--- config.mk ---
export PLATFORM = sky130hd
export DESIGN_NAME = asp_angle_slave
export DESIGN_NICKNAME = d
export VERILOG_FILES = /design/src/include/asp_pkg.sv /design/src/rtl/asp_pair_buffer.sv /design/src/rtl/asp_angle_slave.sv
export SDC_FILE = /design/constraint.sdc
export NUM_CORES = 1
export LEC_CHECK = 0
export ABC_CLOCK_PERIOD_IN_PS = 8800
export CAP_MARGIN = 20
export CORE_AREA = 3 3 172 124
export DETAILED_ROUTE_END_ITERATION = 10
export DIE_AREA = 0 0 175 127
export DONT_BUFFER_PORTS = 1
export PLACE_DENSITY = 0.7
export SYNTH_ARGS = -nofsm -noshare
export SYNTH_HDL_FRONTEND = slang
export SYNTH_SLANG_ARGS = --single-unit
--- constraint.sdc ---
create_clock -name mclk_in -period 8.8 [get_ports mclk_in]
set_input_delay 0.44 -clock mclk_in [delete_from_list [all_inputs] [get_ports mclk_in]]
set_output_delay 0.44 -clock mclk_in [all_outputs]
set_load 0.01 [all_outputs]
--- src/include/asp_pkg.sv ---
// Shared constants of the angle sensor serial slave.
package asp_pkg;
  // Clock and sample timing.
  localparam int unsigned CLK_PERIOD_NS      = 20;
  localparam int unsigned SAMPLE_PERIOD_NS   = 1000;
  localparam int unsigned SAMPLE_CYCLES      = SAMPLE_PERIOD_NS / CLK_PERIOD_NS;
  localparam int unsigned SSI_TIMEOUT_NS     = 25000;
  localparam int unsigned SSI_TIMEOUT_CYCLES =
    (SSI_TIMEOUT_NS + CLK_PERIOD_NS - 1) / CLK_PERIOD_NS;
  localparam int unsigned TICK_W             = 6;
  localparam int unsigned SSI_TMO_W          = 11;
  // Data path widths.
  localparam int unsigned ANGLE_W   = 8;
  localparam int unsigned FRAME_W   = 16;
  localparam int unsigned BUF_DEPTH = 2;
  localparam int unsigned FILT_SHIFT = 12;
  localparam int unsigned FILT_W    = ANGLE_W + FILT_SHIFT;
  localparam int unsigned CNT_W     = 5;
  localparam logic [CNT_W-1:0] CNT_FULL = 5'h10;
  localparam logic [CNT_W-1:0] CNT_SAT  = 5'h1F;
  // Frame fields.
  localparam int unsigned CMD_MSB  = 15;
  localparam int unsigned CMD_LSB  = 13;
  localparam int unsigned ADDR_MSB = 12;
  localparam int unsigned ADDR_LSB = 8;
  localparam logic [2:0] CMD_READ  = 3'h2;
  localparam logic [2:0] CMD_WRITE = 3'h4;
  // Register addresses.
  localparam logic [4:0] REG_ZERO_LO = 5'h00;
  localparam logic [4:0] REG_ZERO_HI = 5'h01;
  localparam logic [4:0] REG_THRESH  = 5'h06;
  localparam logic [4:0] REG_DIR     = 5'h09;
  localparam logic [4:0] REG_FLAGS   = 5'h1B;
  // Field positions inside the registers.
  localparam int unsigned THR_LOW_MSB  = 7;
  localparam int unsigned THR_LOW_LSB  = 5;
  localparam int unsigned THR_HIGH_MSB = 4;
  localparam int unsigned THR_HIGH_LSB = 2;
  localparam int unsigned DIR_BIT      = 7;
  localparam int unsigned FLAG_HI_BIT  = 7;
  localparam int unsigned FLAG_LO_BIT  = 6;
  localparam int unsigned FIELD_MSB    = 7;
  localparam int unsigned FIELD_LSB    = 5;
  // Reset values of the programmable registers.
  localparam logic [15:0] ZERO_RESET     = 16'h0000;
  localparam logic [2:0]  THR_LOW_RESET  = 3'h0;
  localparam logic [2:0]  THR_HIGH_RESET = 3'h7;
  localparam logic        DIR_RESET      = 1'b0;
  // Synchronised pin indices.
  localparam int unsigned PIN_SCLK = 0;
  localparam int unsigned PIN_CS_N = 1;
  localparam int unsigned PIN_MOSI = 2;
  localparam int unsigned PIN_SSCK = 3;
  localparam int unsigned PIN_N    = 4;
  typedef enum logic [0:0] {
    ASP_SSI_IDLE  = 1'b0,
    ASP_SSI_SHIFT = 1'b1
  } asp_ssi_state_type;
endpackage : asp_pkg

--- src/rtl/asp_pair_buffer.sv ---
// Small valid/ready buffer that holds angle samples on their way to the output buffer.
`timescale 1ns/1ps
module asp_pair_buffer #(
  parameter int unsigned WIDTH = 8,
  parameter int unsigned DEPTH = 2
) (
  input  wire logic             mclk_in,
  input  wire logic             reset_in,
  input  wire logic             in_valid_in,
  output logic                  in_ready_out,
  input  wire logic [WIDTH-1:0] in_data_in,
  output logic                  out_valid_out,
  input  wire logic             out_ready_in,
  output logic      [WIDTH-1:0] out_data_out
);
  localparam int unsigned PTR_W = (DEPTH > 1) ? $clog2(DEPTH) : 1;
  localparam int unsigned CNT_W = $clog2(DEPTH + 1);

  logic [WIDTH-1:0] mem_q [DEPTH];
  logic [PTR_W-1:0] wr_ptr_q;
  logic [PTR_W-1:0] rd_ptr_q;
  logic [CNT_W-1:0] count_q;
  wire              push = in_valid_in && in_ready_out;
  wire              pop  = out_valid_out && out_ready_in;

  assign in_ready_out  = (count_q != CNT_W'(DEPTH));
  assign out_valid_out = (count_q != '0);
  assign out_data_out  = mem_q[rd_ptr_q];

  function automatic logic [PTR_W-1:0] next_ptr(input logic [PTR_W-1:0] p);
    next_ptr = (p == PTR_W'(DEPTH - 1)) ? '0 : PTR_W'(p + 1'b1);
  endfunction : next_ptr

  always_ff @(posedge mclk_in)
  begin
    if (reset_in)
    begin
      wr_ptr_q <= '0;
      rd_ptr_q <= '0;
      count_q  <= '0;
    end
    else
    begin
      if (push)
      begin
        mem_q[wr_ptr_q] <= in_data_in;
        wr_ptr_q        <= next_ptr(wr_ptr_q);
      end
      if (pop)
        rd_ptr_q <= next_ptr(rd_ptr_q);
      count_q <= CNT_W'(count_q + CNT_W'(push) - CNT_W'(pop));
    end
  end
endmodule : asp_pair_buffer

--- src/rtl/asp_angle_slave.sv ---
// Angle sensor serial slave: sample conditioning, SPI register access and SSI readout.
`timescale 1ns/1ps
// Operation
// RL1: Accept SPI mode 0 and mode 3, telling them apart without configuration.
// RL2: Serial clock up to 25 MHz, no lower limit and no timeout.
// RL3: Master sends each command as one 16-bit frame.
// RL4: Sample on rising SCLK, change on falling, MSB first, select low.
// RL5: Master keeps select high at least 150 ns between angle frames.
// RL6: Master keeps select high 750 ns around register readout frames.
// RL7: Master waits 20 ms after a write before reading back.
// RL8: A fresh angle sample is produced every microsecond; the filter here skips ticks while the sample buffer is full.
// RL9: Filter (1+2ts)/(1+ts)^2 conditions the angle without steady-state lag.
// RL10: Clockwise rotation counts up by default; direction and zero programmable.
// RL11: Low-field output is set while field lies below low threshold.
// RL12: High-field output is set while field lies above high threshold.
// RL13: Undriven MISO is released and reads low through a pull-down.
// RL14: Angle readable over SPI and SSI; registers reachable only by SPI.
// RL15: Select falling freezes the output buffer until select rises.
// RL16: Command 010 with address; next frame returns register in upper byte.
// RL17: Command 100 writes address; next frame returns the stored value.
// RL18: Unused trailing bit positions of the angle word are zero.
// RL19: New samples enter the output buffer only while select is high.
// RL20: Bit counter restarts on every select falling edge.
module asp_angle_slave (
  input  wire logic                        mclk_in,
  input  wire logic                        reset_in,
  input  wire logic [asp_pkg::ANGLE_W-1:0] raw_angle_in,
  input  wire logic [asp_pkg::ANGLE_W-1:0] field_strength_in,
  input  wire logic                        sclk_in,
  input  wire logic                        cs_n_in,
  input  wire logic                        mosi_in,
  input  wire logic                        ssck_in,
  output logic                             miso_out,
  output logic                             miso_oe_out,
  output logic                             ssd_out,
  output logic                             field_low_flag_out,
  output logic                             field_high_flag_out,
  output logic                             spi_mode3_out
);
  import asp_pkg::*;

  localparam int TICK_GAP = SAMPLE_CYCLES;

  logic [PIN_N-1:0]     pin_meta_q;
  logic [PIN_N-1:0]     pin_sync_q;
  logic [PIN_N-1:0]     pin_prev_q;
  logic [TICK_W-1:0]    div_q;
  logic                 tick_q;
  logic [FILT_W-1:0]    s1_q;
  logic [FILT_W-1:0]    s2_q;
  logic                 seeded_q;
  logic [ANGLE_W-1:0]   obuf_q;
  logic [15:0]          zero_q;
  logic [2:0]           field_low_threshold_q;
  logic [2:0]           field_high_threshold_q;
  logic                 rot_dir_q;
  logic [FRAME_W-1:0]   rx_q;
  logic [FRAME_W-1:0]   tx_q;
  logic [CNT_W-1:0]     bitcnt_q;
  logic [4:0]           reply_addr_q;
  logic                 reply_pend_q;
  logic [7:0]           reg_rd_val;
  asp_ssi_state_type    ssi_state_q;
  logic [FRAME_W-1:0]   ssi_tx_q;
  logic [SSI_TMO_W-1:0] ssi_tmo_q;
  logic                 buf_in_ready;
  logic                 buf_out_valid;
  logic [ANGLE_W-1:0]   buf_out_data;

  // Every pin input passes two flip-flops before any logic looks at it.
  genvar gi;
  generate
    for (gi = 0; gi < PIN_N; gi++)
    begin : g_sync
      always_ff @(posedge mclk_in)
      begin
        pin_meta_q[gi] <= (gi == PIN_SCLK) ? sclk_in : (gi == PIN_CS_N) ? cs_n_in :
                          (gi == PIN_MOSI) ? mosi_in : ssck_in;
        pin_sync_q[gi] <= pin_meta_q[gi];
        pin_prev_q[gi] <= pin_sync_q[gi];
      end
    end
  endgenerate

  wire cs_high    = pin_sync_q[PIN_CS_N];
  wire cs_fall    = !pin_sync_q[PIN_CS_N] && pin_prev_q[PIN_CS_N];
  wire cs_rise    = pin_sync_q[PIN_CS_N] && !pin_prev_q[PIN_CS_N];
  wire sclk_rise  = pin_sync_q[PIN_SCLK] && !pin_prev_q[PIN_SCLK] && !cs_high;
  wire sclk_fall  = !pin_sync_q[PIN_SCLK] && pin_prev_q[PIN_SCLK] && !cs_high;
  wire ssck_rise  = pin_sync_q[PIN_SSCK] && !pin_prev_q[PIN_SSCK];
  wire ssck_fall  = !pin_sync_q[PIN_SSCK] && pin_prev_q[PIN_SSCK];
  wire ssi_busy   = (ssi_state_q == ASP_SSI_SHIFT);

  // Sample-rate enable: one pulse every microsecond.
  wire tick_wrap = (div_q == TICK_W'(SAMPLE_CYCLES - 1));
  always_ff @(posedge mclk_in)
  begin
    div_q  <= (reset_in || tick_wrap) ? '0 : TICK_W'(div_q + 1'b1);
    tick_q <= !reset_in && tick_wrap; // [RL8]
  end

  // Two cascaded first-order stages; 2*s1 - s2 realises the lead-lag response.
  wire step = tick_q && buf_in_ready;
  wire signed [FILT_W+1:0] x_ext  = {2'b00, raw_angle_in, {FILT_SHIFT{1'b0}}};
  wire signed [FILT_W+1:0] s1_ext = {2'b00, s1_q};
  wire signed [FILT_W+1:0] s2_ext = {2'b00, s2_q};
  wire signed [FILT_W+1:0] s1_sum = s1_ext + ((x_ext - s1_ext) >>> FILT_SHIFT);
  wire signed [FILT_W+1:0] s2_sum = s2_ext + ((s1_ext - s2_ext) >>> FILT_SHIFT);
  wire signed [FILT_W+1:0] y_full = (s1_ext <<< 1) - s2_ext; // [RL9]
  wire [ANGLE_W-1:0] y_angle = y_full[FILT_W+1] ? '0 : y_full[FILT_W] ? '1 :
                               y_full[FILT_W-1:FILT_SHIFT];
  wire [15:0] raw16 = {y_angle, {(16 - ANGLE_W){1'b0}}};
  wire [15:0] rel16 = rot_dir_q ? 16'(zero_q - raw16) : 16'(raw16 - zero_q); // [RL10]

  always_ff @(posedge mclk_in)
  begin
    if (reset_in)
      seeded_q <= 1'b0;
    else if (step)
      seeded_q <= 1'b1;
    if (step)
    begin
      s1_q <= seeded_q ? s1_sum[FILT_W-1:0] : x_ext[FILT_W-1:0];
      s2_q <= seeded_q ? s2_sum[FILT_W-1:0] : x_ext[FILT_W-1:0];
    end
  end

  // Sample buffer drains into the output buffer only while neither port is reading a frame.
  asp_pair_buffer #(
    .WIDTH (ANGLE_W),
    .DEPTH (BUF_DEPTH)
  ) u_buf (
    .mclk_in       (mclk_in),
    .reset_in      (reset_in),
    .in_valid_in   (tick_q && seeded_q),
    .in_ready_out  (buf_in_ready),
    .in_data_in    (rel16[15:16-ANGLE_W]),
    .out_valid_out (buf_out_valid),
    .out_ready_in  (cs_high && !ssi_busy),
    .out_data_out  (buf_out_data)
  );

  always_ff @(posedge mclk_in)
  begin
    if (reset_in)
      obuf_q <= '0;
    else if (buf_out_valid && cs_high && !ssi_busy)
      obuf_q <= buf_out_data; // [RL19] [RL15]
  end

  // Field comparisons.
  wire [2:0] field_top = field_strength_in[FIELD_MSB:FIELD_LSB];
  wire field_low_now   = field_top < field_low_threshold_q;
  wire field_high_now  = field_top > field_high_threshold_q;
  always_ff @(posedge mclk_in)
  begin
    field_low_flag_out  <= !reset_in && field_low_now;  // [RL11]
    field_high_flag_out <= !reset_in && field_high_now; // [RL12]
  end

  // Register decode.
  wire [2:0] rx_cmd   = rx_q[CMD_MSB:CMD_LSB];
  wire [4:0] rx_addr  = rx_q[ADDR_MSB:ADDR_LSB];
  wire       frame_ok = cs_rise && (bitcnt_q == CNT_FULL);
  wire       cmd_wr   = frame_ok && (rx_cmd == CMD_WRITE);
  wire       cmd_rd   = frame_ok && (rx_cmd == CMD_READ);
  wire [7:0] wr_data  = rx_q[7:0];

  always_comb
  begin
    reg_rd_val = '0;
    unique case (reply_addr_q)
      REG_ZERO_LO: reg_rd_val = zero_q[7:0];
      REG_ZERO_HI: reg_rd_val = zero_q[15:8];
      REG_THRESH:  reg_rd_val = {field_low_threshold_q, field_high_threshold_q, 2'b00};
      REG_DIR:     reg_rd_val = {rot_dir_q, 7'h00};
      REG_FLAGS:   reg_rd_val = {field_high_flag_out, field_low_flag_out, 6'h00};
      default:     reg_rd_val = '0;
    endcase
  end

  always_ff @(posedge mclk_in)
  begin
    if (reset_in)
    begin
      zero_q                 <= ZERO_RESET;
      field_low_threshold_q  <= THR_LOW_RESET;
      field_high_threshold_q <= THR_HIGH_RESET;
      rot_dir_q              <= DIR_RESET;
    end
    else if (cmd_wr) // [RL14] [RL17]
    begin
      if (rx_addr == REG_ZERO_LO)
        zero_q[7:0] <= wr_data;
      if (rx_addr == REG_ZERO_HI)
        zero_q[15:8] <= wr_data;
      if (rx_addr == REG_THRESH)
      begin
        field_low_threshold_q  <= wr_data[THR_LOW_MSB:THR_LOW_LSB];
        field_high_threshold_q <= wr_data[THR_HIGH_MSB:THR_HIGH_LSB];
      end
      if (rx_addr == REG_DIR)
        rot_dir_q <= wr_data[DIR_BIT];
    end
  end

  // SPI frame engine. No timeout in the SPI path, so any slow clock is fine [RL2].
  wire [FRAME_W-1:0] frame_word = reply_pend_q ? {reg_rd_val, 8'h00} :
                                  {obuf_q, {(FRAME_W - ANGLE_W){1'b0}}}; // [RL18] [RL16]
  always_ff @(posedge mclk_in)
  begin
    if (reset_in)
    begin
      bitcnt_q      <= '0;
      reply_pend_q  <= 1'b0;
      reply_addr_q  <= '0;
      miso_out      <= 1'b0;
      miso_oe_out   <= 1'b0;
      spi_mode3_out <= 1'b0;
      rx_q          <= '0;
      tx_q          <= '0;
    end
    else if (cs_fall)
    begin
      bitcnt_q      <= '0; // [RL20]
      tx_q          <= frame_word; // [RL15]
      miso_out      <= frame_word[FRAME_W-1];
      miso_oe_out   <= 1'b1;
      reply_pend_q  <= 1'b0;
      spi_mode3_out <= pin_sync_q[PIN_SCLK]; // [RL1]
    end
    else if (cs_rise)
    begin
      miso_out    <= 1'b0; // [RL13]
      miso_oe_out <= 1'b0;
      if (cmd_rd || cmd_wr)
      begin
        reply_pend_q <= 1'b1; // [RL16] [RL17]
        reply_addr_q <= rx_addr;
      end
    end
    else
    begin
      if (sclk_rise) // [RL4]
      begin
        rx_q     <= {rx_q[FRAME_W-2:0], pin_sync_q[PIN_MOSI]};
        bitcnt_q <= (bitcnt_q == CNT_SAT) ? bitcnt_q : CNT_W'(bitcnt_q + 1'b1);
      end
      // A mode 3 frame opens with a falling edge before any bit; it must not shift.
      if (sclk_fall && (bitcnt_q != '0)) // [RL1] [RL4]
      begin
        tx_q     <= {tx_q[FRAME_W-2:0], 1'b0};
        miso_out <= tx_q[FRAME_W-2];
      end
    end
  end

  // SSI angle readout: falling clock starts, rising edges advance, idle ends it.
  always_ff @(posedge mclk_in)
  begin
    if (reset_in)
    begin
      ssi_state_q <= ASP_SSI_IDLE;
      ssi_tx_q    <= '0;
      ssi_tmo_q   <= '0;
      ssd_out     <= 1'b1;
    end
    else
    begin
      unique case (ssi_state_q)
        ASP_SSI_IDLE:
          if (ssck_fall)
          begin
            ssi_state_q <= ASP_SSI_SHIFT;
            ssi_tx_q    <= {obuf_q, {(FRAME_W - ANGLE_W){1'b0}}}; // [RL14] [RL18]
            ssd_out     <= obuf_q[ANGLE_W-1];
            ssi_tmo_q   <= '0;
          end
        ASP_SSI_SHIFT:
          if (ssck_rise)
          begin
            ssi_tx_q  <= {ssi_tx_q[FRAME_W-2:0], 1'b0};
            ssd_out   <= ssi_tx_q[FRAME_W-2];
            ssi_tmo_q <= '0;
          end
          else if (ssck_fall)
            ssi_tmo_q <= '0;
          else if (ssi_tmo_q == SSI_TMO_W'(SSI_TIMEOUT_CYCLES - 1))
          begin
            ssi_state_q <= ASP_SSI_IDLE;
            ssd_out     <= 1'b1;
          end
          else
            ssi_tmo_q <= SSI_TMO_W'(ssi_tmo_q + 1'b1);
      endcase
    end
  end
endmodule : asp_angle_slave

==> impl_metrics.py, run 1 <==
metrics = {
    "placed_design": {
        "place.gp.congestion": 0.869,
        "port_buffers": 0,
        "dpl.hpwl_um": 17900,
        "pre_cts_ws_ns": 3.47,
    },
    "hold_path": {
        "hp-class": "in2reg",
        "min_to": "pin_meta_q[2]",
        "whs_path_depth": 0,
        "min_from": "mosi_in",
    },
    "synthesis": {
        "async_flop_share": 0,
        "syn_avg_cell_area_um2": 9.09,
        "synth_top_area_frac": 0.209,
        "synthTopCellsByArea": "dfxtp_1 21%, edfxtp_1 16%, ha_1 14%",
        "synthCells": 1189,
        "ys_ff_latch": 169,
        "synth_area_um2": 10800,
        "synth_flop_cell": "dfxtp_1",
        "ys_seq_area_frac": 0.365,
        "synth-edff-count": 56,
        "synth.largest_area_cell": "dfxtp_1",
        "synth_cell_types": 69,
        "yosys_warnings": 0,
        "syn-num-nets": 1332,
    },
    "setup_path": {
        "ff2ff_path_depth": 17,
        "crit_required_ns": 8.99,
        "arrival_ns": 5.61,
        "rrSetupSlack_ns": 3.38,
        "r2r-end": "s2_q[17]",
        "crit_type": "reg2reg",
        "setup.worst_path.end_class": "flop",
        "r2r-start": "s1_q[7]",
        "path_max_fanout": 11,
        "cp-start-kind": "flop",
    },
    "finish": {
        "final_nets": 1323,
        "mostFrequentLayoutCells": "149 x nor2_1, 118 x ha_1, 113 x dfxtp_1",
        "drive_gt1_frac": 0.0578,
        "final_common_cell": "nor2_1",
        "diodes": 0,
        "nFillCells": 1772,
        "syn_to_final_growth_pct": 7.70,
    },
    "timing": {
        "fin_setup_tns_ns": 0,
        "hold_viol": 0,
        "timing.final.crit_period_ns": 5.42,
        "setup_viol": 0,
        "finClkSkew_ns": 0.0171,
        "finalWorstSetupSlack_ns": 3.38,
        "post-route-period-util": 0.616,
        "max_slew.worst_pin.slew_ns": 1.08,
        "fmax_mhz": 184,
        "slew_violations": 0,
        "slew_headroom": 0.273,
        "rsz0062_at_grt": "no",
    },
    "clocking": {
        "cts_tree": "built",
        "cts_resized": 0,
        "numCtsBuffers": 17,
        "ctsHoldBuffers": 2,
        "cts_htree_levels": 4,
        "clkTransAtPathRegs_ns": 0.07,
        "cts_root_buf": "clkbuf_16",
        "clock_sinks": 169,
        "post_cts_buffers": 0,
        "clk_latency_ns": 0.44,
        "clockBufferDepth": 2,
    },
    "global_routing": {
        "grt_pass1_wl_um": 39300,
        "antenna_found_initial": 0,
        "grt_max_degree": 80,
        "track_usage": 0.220,
        "grt.overflow.total": 0,
        "grt_pass1_vias": 7577,
    },
    "floorplanning": {
        "fp.dieArea_um2": 22200,
        "core_area_um2": 19700,
        "rows": 43,
        "die_h_um": 127,
        "ios": 28,
        "start_util": 0.549,
        "die_x_um": 175,
    },
    "drt": {
        "drtAntennaViolNets": 0,
        "drt_iter0_markers": 732,
        "routed_wl_um": 24200,
        "dr.pass1.iters": 5,
        "vias_per_cell": 5.74,
        "wl_per_cell_um": 16.5,
        "drc": 0,
        "vias": 8397,
    },
    "power_and_ir_drop": {
        "vdd_drop_max_mv": 0.119,
        "p_leak_nw": 4.78,
        "p_per_area_nw_per_um2": 140,
    },
    "flow_run": {
        "drv_cap": 0,
    },
    "run_status": {
        "status": "finished, final reports clean",
    },
}
-- worst max path at each step --
| stage | from | to | slack, ns | cells past startpoint |
|---|---|---|---|---|
| 6_report | s1_q[7] | s2_q[17] | 3.38 | 17 |
| 4_1_cts | s1_q[7] | s2_q[17] | 3.43 | 17 |
| 3_3_place_gp | s1_q[7] | s2_q[17] | 3.51 | 17 |
| 3_5_place_dp | s1_q[7] | s2_q[17] | 3.47 | 17 |
| 2_1_floorplan | u_buf.count_q[0] | u_buf.mem_q[0][0] | 3.81 | 4 |
| 5_1_grt | s1_q[7] | s2_q[17] | 3.06 | 17 |
-- critical path: stages (launching register included) --
cell and delay (ns):
edfxtp_1 0.51, ha_1 0.35, a2111oi_0 0.38, o21ai_0 0.16, a21oi_1 0.24, a31oi_1 0.20, a21o_1 0.24, a21oi_1 0.80
ha_1 0.44, a21oi_1 0.16, o21ai_0 0.16, or3_1 0.37, o21ai_1 0.31, o211a_1 0.26, nand2b_1 0.07, a21oi_1 0.18
xnor2_1 0.08, mux2_2 0.25
-- flip-flops by register name, indices dropped and copies added, names as in the netlist, 6 cells and up --
register / cells
div_q: 6
obuf_q: 8
rx_q: 16
s1_q: 20
s2_q: 20
ssi_tmo_q: 11
ssi_tx_q: 7
tx_q: 7
u_buf.mem_q: 16
zero_q: 16
-- cell type report --
cell class | count | area (um2) | area share
multi-input combinational | 902 | 6430 | 0.553
sequential | 169 | 3940 | 0.339
clock buffer | 20 | 468 | 0.0402
tap | 270 | 338 | 0.0290
inverter | 82 | 308 | 0.0264
clock inverter | 12 | 86.3 | 0.00742
timing repair buffer | 8 | 63.8 | 0.00548
-- where the power goes --
part           internal (W)   total, W  switching (W)  leakage, nW
registers          0.000811   0.000821     0.00000950         1.43
logic             0.0000428  0.0000969      0.0000542         3.07
clock network      0.000389   0.000715       0.000327        0.279
total               0.00124    0.00163       0.000390         4.78
-- metrics by stage --
| step | power (W) | instances | instance area [um2] | hold slack [ns] | util |
|---|---|---|---|---|---|
| floorplan | 0.000919 | 1189 | 10800 | 0.310 | - |
| global placement | 0.000931 | 1426 | 11000 | 0.310 | 0.561 |
| detailed placement | 0.000933 | 1427 | 11100 | 0.312 | 0.561 |
| CTS | 0.00165 | 1461 | 11600 | 0.00183 | 0.590 |
| global route | 0.00169 | 1463 | 11600 | 0.00826 | 0.591 |
| finish | 0.00163 | 1463 | 11600 | 0.0278 | 0.591 |
-- per-layer routing --
metal  share of wire  track usage  vias up
met5               0            0        -
met2            0.39        0.293      213
met4          0.0090       0.0544        0
li1                -            -     4241
met1            0.53        0.351     3925
met3           0.070       0.0538       18
-- cell families (layout without fill, tap and decap cells) --
family | Yosys count | count (layout) | synth area share
xor+xnor | 78 | 78 | 0.0645
fa+ha+maj | 130 | 130 | 0.150
compound gates | 262 | 262 | 0.163
mux | 56 | 56 | 0.0531
flops | 169 | 169 | 0.365
buf+inv | 118 | 122 | 0.0414
simple gates | 376 | 376 | 0.163
-- cell usage after synthesis (17+ instances only) --
library cell	instances
nor2_1	149
mux2i_1	45
clkbuf_1	26
a21o_1	26
o21ai_0	34
edfxtp_1	56
nor2b_1	21
nor3_1	23
a21oi_1	81
a211oi_1	25
xor2_1	37
ha_1	118
nand2_1	84
and3_1	17
inv_1	82
dfxtp_1	113
xnor2_1	40
Power figures use the tool's default switching activity.
==> run 2: changes to the inputs <==
ABC_CLOCK_PERIOD_IN_PS = 4700   (was 8800)
PLACE_DENSITY = 0.72   (was 0.7)
clock period = 4.7 ns   (was 8.8 ns; I/O delays follow)
==> impl_metrics.py, run 2 (synthesized netlist as in run 1, its figures left out) <==
metrics = {
    "run_status": {
        "status": "finished, final reports clean",
    },
    "setup_path": {
        "arrival_ns": 4.86,
        "setup.worst_path.end_class": "flop",
        "r2r-end": "s2_q[17]",
        "critPathMaxStageDelay_ns": 0.50,
        "ff2ff_path_depth": 21,
        "path_max_fanout": 6,
        "crit_top_cell": "a21oi_2",
        "crit_type": "reg2reg",
        "cp-start-kind": "flop",
        "crit_required_ns": 4.89,
        "slowest_stage": "edfxtp_1",
        "rrSetupSlack_ns": 0.03,
        "r2r-start": "s1_q[13]",
        "crit_chain": "buf_4 > ha_1 > a21o_1 > a21oi_2 > nor2b_1 > a21oi_2 > a31oi_2 > a21o_1 > a21oi_2 > buf_4 > ha_1 > a21oi_2 > o21ai_0 > or3_1 > o21ai_1 > buf_4 > o211a_1 > nand2b_1 > a21oi_2 > xnor2_1 > mux2_2",
    },
    "placed_design": {
        "port_buffers": 0,
        "dpl.hpwl_um": 18500,
        "place.gp.congestion": 0.877,
    },
    "finish": {
        "drive_gt1_frac": 0.124,
        "mostFrequentLayoutCells": "148 x nor2_1, 113 x dfxtp_1, 109 x ha_1",
        "fin_util": 0.629,
        "final_common_cell": "nor2_1",
        "diodes": 0,
        "syn_to_final_growth_pct": 14.6,
        "largest_registers": "s1_q x20, s2_q x20",
        "final_nets": 1374,
    },
    "timing": {
        "rsz0062_at_grt": "yes",
        "setup_viol": 0,
        "slew_violations": 0,
        "post-route-period-util": 0.994,
        "finClkSkew_ns": 0.0253,
        "fin_setup_tns_ns": 0,
        "hold_viol": 0,
        "timing.final.crit_period_ns": 4.67,
        "max_slew.worst_pin.slew_ns": 1.08,
        "fmax_mhz": 214,
        "slew_headroom": 0.274,
    },
    "global_routing": {
        "grt_pass1_wl_um": 41400,
        "grt_pass1_vias": 7960,
        "grt_max_degree": 77,
        "antenna_found_initial": 0,
        "grt.overflow.total": 0,
        "track_usage": 0.232,
    },
    "drt": {
        "vias_per_cell": 5.77,
        "drc": 0,
        "drtAntennaViolNets": 0,
        "drt_iter0_markers": 826,
        "wl_per_cell_um": 17.3,
        "vias": 8739,
        "routed_wl_um": 26200,
        "dr.pass1.iters": 6,
    },
    "power_and_ir_drop": {
        "p_comb_frac": 0.068,
        "clkPwrFrac": 0.454,
        "p_leak_nw": 5.08,
        "power.internal_w": 0.00235,
        "switchingPower_w": 0.000863,
        "power_w": 0.00321,
        "power_switching_share": 0.269,
        "p_seq_frac": 0.478,
        "p_per_area_nw_per_um2": 259,
        "vdd_drop_max_mv": 0.265,
    },
    "hold_path": {
        "min_to": "s1_q[17]",
        "whs_path_depth": 1,
        "min_from": "raw_angle_in[5]",
        "hp-class": "in2reg",
    },
    "floorplanning": {
        "die_h_um": 127,
        "rows": 43,
        "fp.dieArea_um2": 22200,
        "die_x_um": 175,
        "core_area_um2": 19700,
        "start_util": 0.549,
        "ios": 28,
    },
    "clocking": {
        "clk_latency_ns": 0.45,
        "numCtsBuffers": 17,
        "clkTransAtPathRegs_ns": 0.08,
        "cts_root_buf": "clkbuf_16",
        "cts_htree_levels": 4,
        "clock_sinks": 169,
        "cts_tree": "built",
        "clockBufferDepth": 2,
    },
    "flow_run": {
        "drv_cap": 0,
    },
}
run 2: changes by cell type in the layout (fill, tap and decap cells not counted), sizes merged:
cell,previous run,this run
clkinvlp,1,0
inv,88,90
clkinv,5,7
clkbuf,21,17
dlygate4sd3,2,6
buf,5,53
run 2: worst max path at each step:
stage | start | to | slack, ns
after floorplan | s1_q[7] | s2_q[17] | 0.22
after global placement | s1_q[7] | u_buf.mem_q[1][6] | 0.11
after detailed placement | s2_q[1] | u_buf.mem_q[0][6] | -0.09
after CTS | s2_q[1] | u_buf.mem_q[1][6] | 0.01
after global routing | s1_q[9] | s1_q[19] | -0.14
final | s1_q[13] | s2_q[17] | 0.03
run 2: routing by layer:
metal / vias up / global-route usage / part of all wire
li1: 4341 / - / -
met1: 4064 / 0.363 / 0.50
met2: 304 / 0.321 / 0.41
met3: 30 / 0.0529 / 0.074
met4: 0 / 0.0534 / 0.011
met5: - / 0 / 0
run 2: what timing repair did:
| action | in CTS | in global routing |
|---|---|---|
| pin swaps | 0 | 19 |
| hold buffers | 6 | 1 |
| buffers inserted | 1 | 21 |
| hold endpoints to repair | 80 | 1 |
| gates resized for setup | 2 | 47 |
| endpoints found under the setup margin | 4 | 12 |
run 2: critical path: cells and delay by family (launching register included):
family,cells,cell delay [ns]
buf+inv,3,0.53
flops,1,0.50
simple gates,3,0.54
mux,1,0.26
fa+ha+maj,2,0.61
compound gates,11,1.94
xor+xnor,1,0.07
run 2: power groups by stage:
stage	Combinational [W]	Sequential, W	Clock (W)
5_1_grt	0.000243	0.00154	0.00155
2_1_floorplan	0.000158	0.00156	0
4_1_cts	0.000201	0.00154	0.00148
3_3_place_gp	0.000179	0.00157	0
6_report	0.000219	0.00154	0.00146
3_5_place_dp	0.000183	0.00157	0
run 2: area by class of cell:
cell class | instances | area, um2
fillers | 1614 | 7300
multi-input cells | 902 | 6710
flip-flops and latches | 169 | 3940
repair buffers | 59 | 475
clock buffers | 17 | 425
well taps | 270 | 338
inverters | 82 | 308
clock inverters | 15 | 196
run 2: per-stage QoR:
stage	setup WS [ns]	cells	area (um2)	hold slack [ns]
after floorplan	0.215	1189	10800	0.263
after global placement	0.108	1451	11200	0.263
after detailed placement	-0.0922	1452	11200	0.263
after CTS	0.0130	1491	12000	0.00221
after global routing	-0.145	1514	12400	0.00309
final	0.0266	1514	12400	0.0264
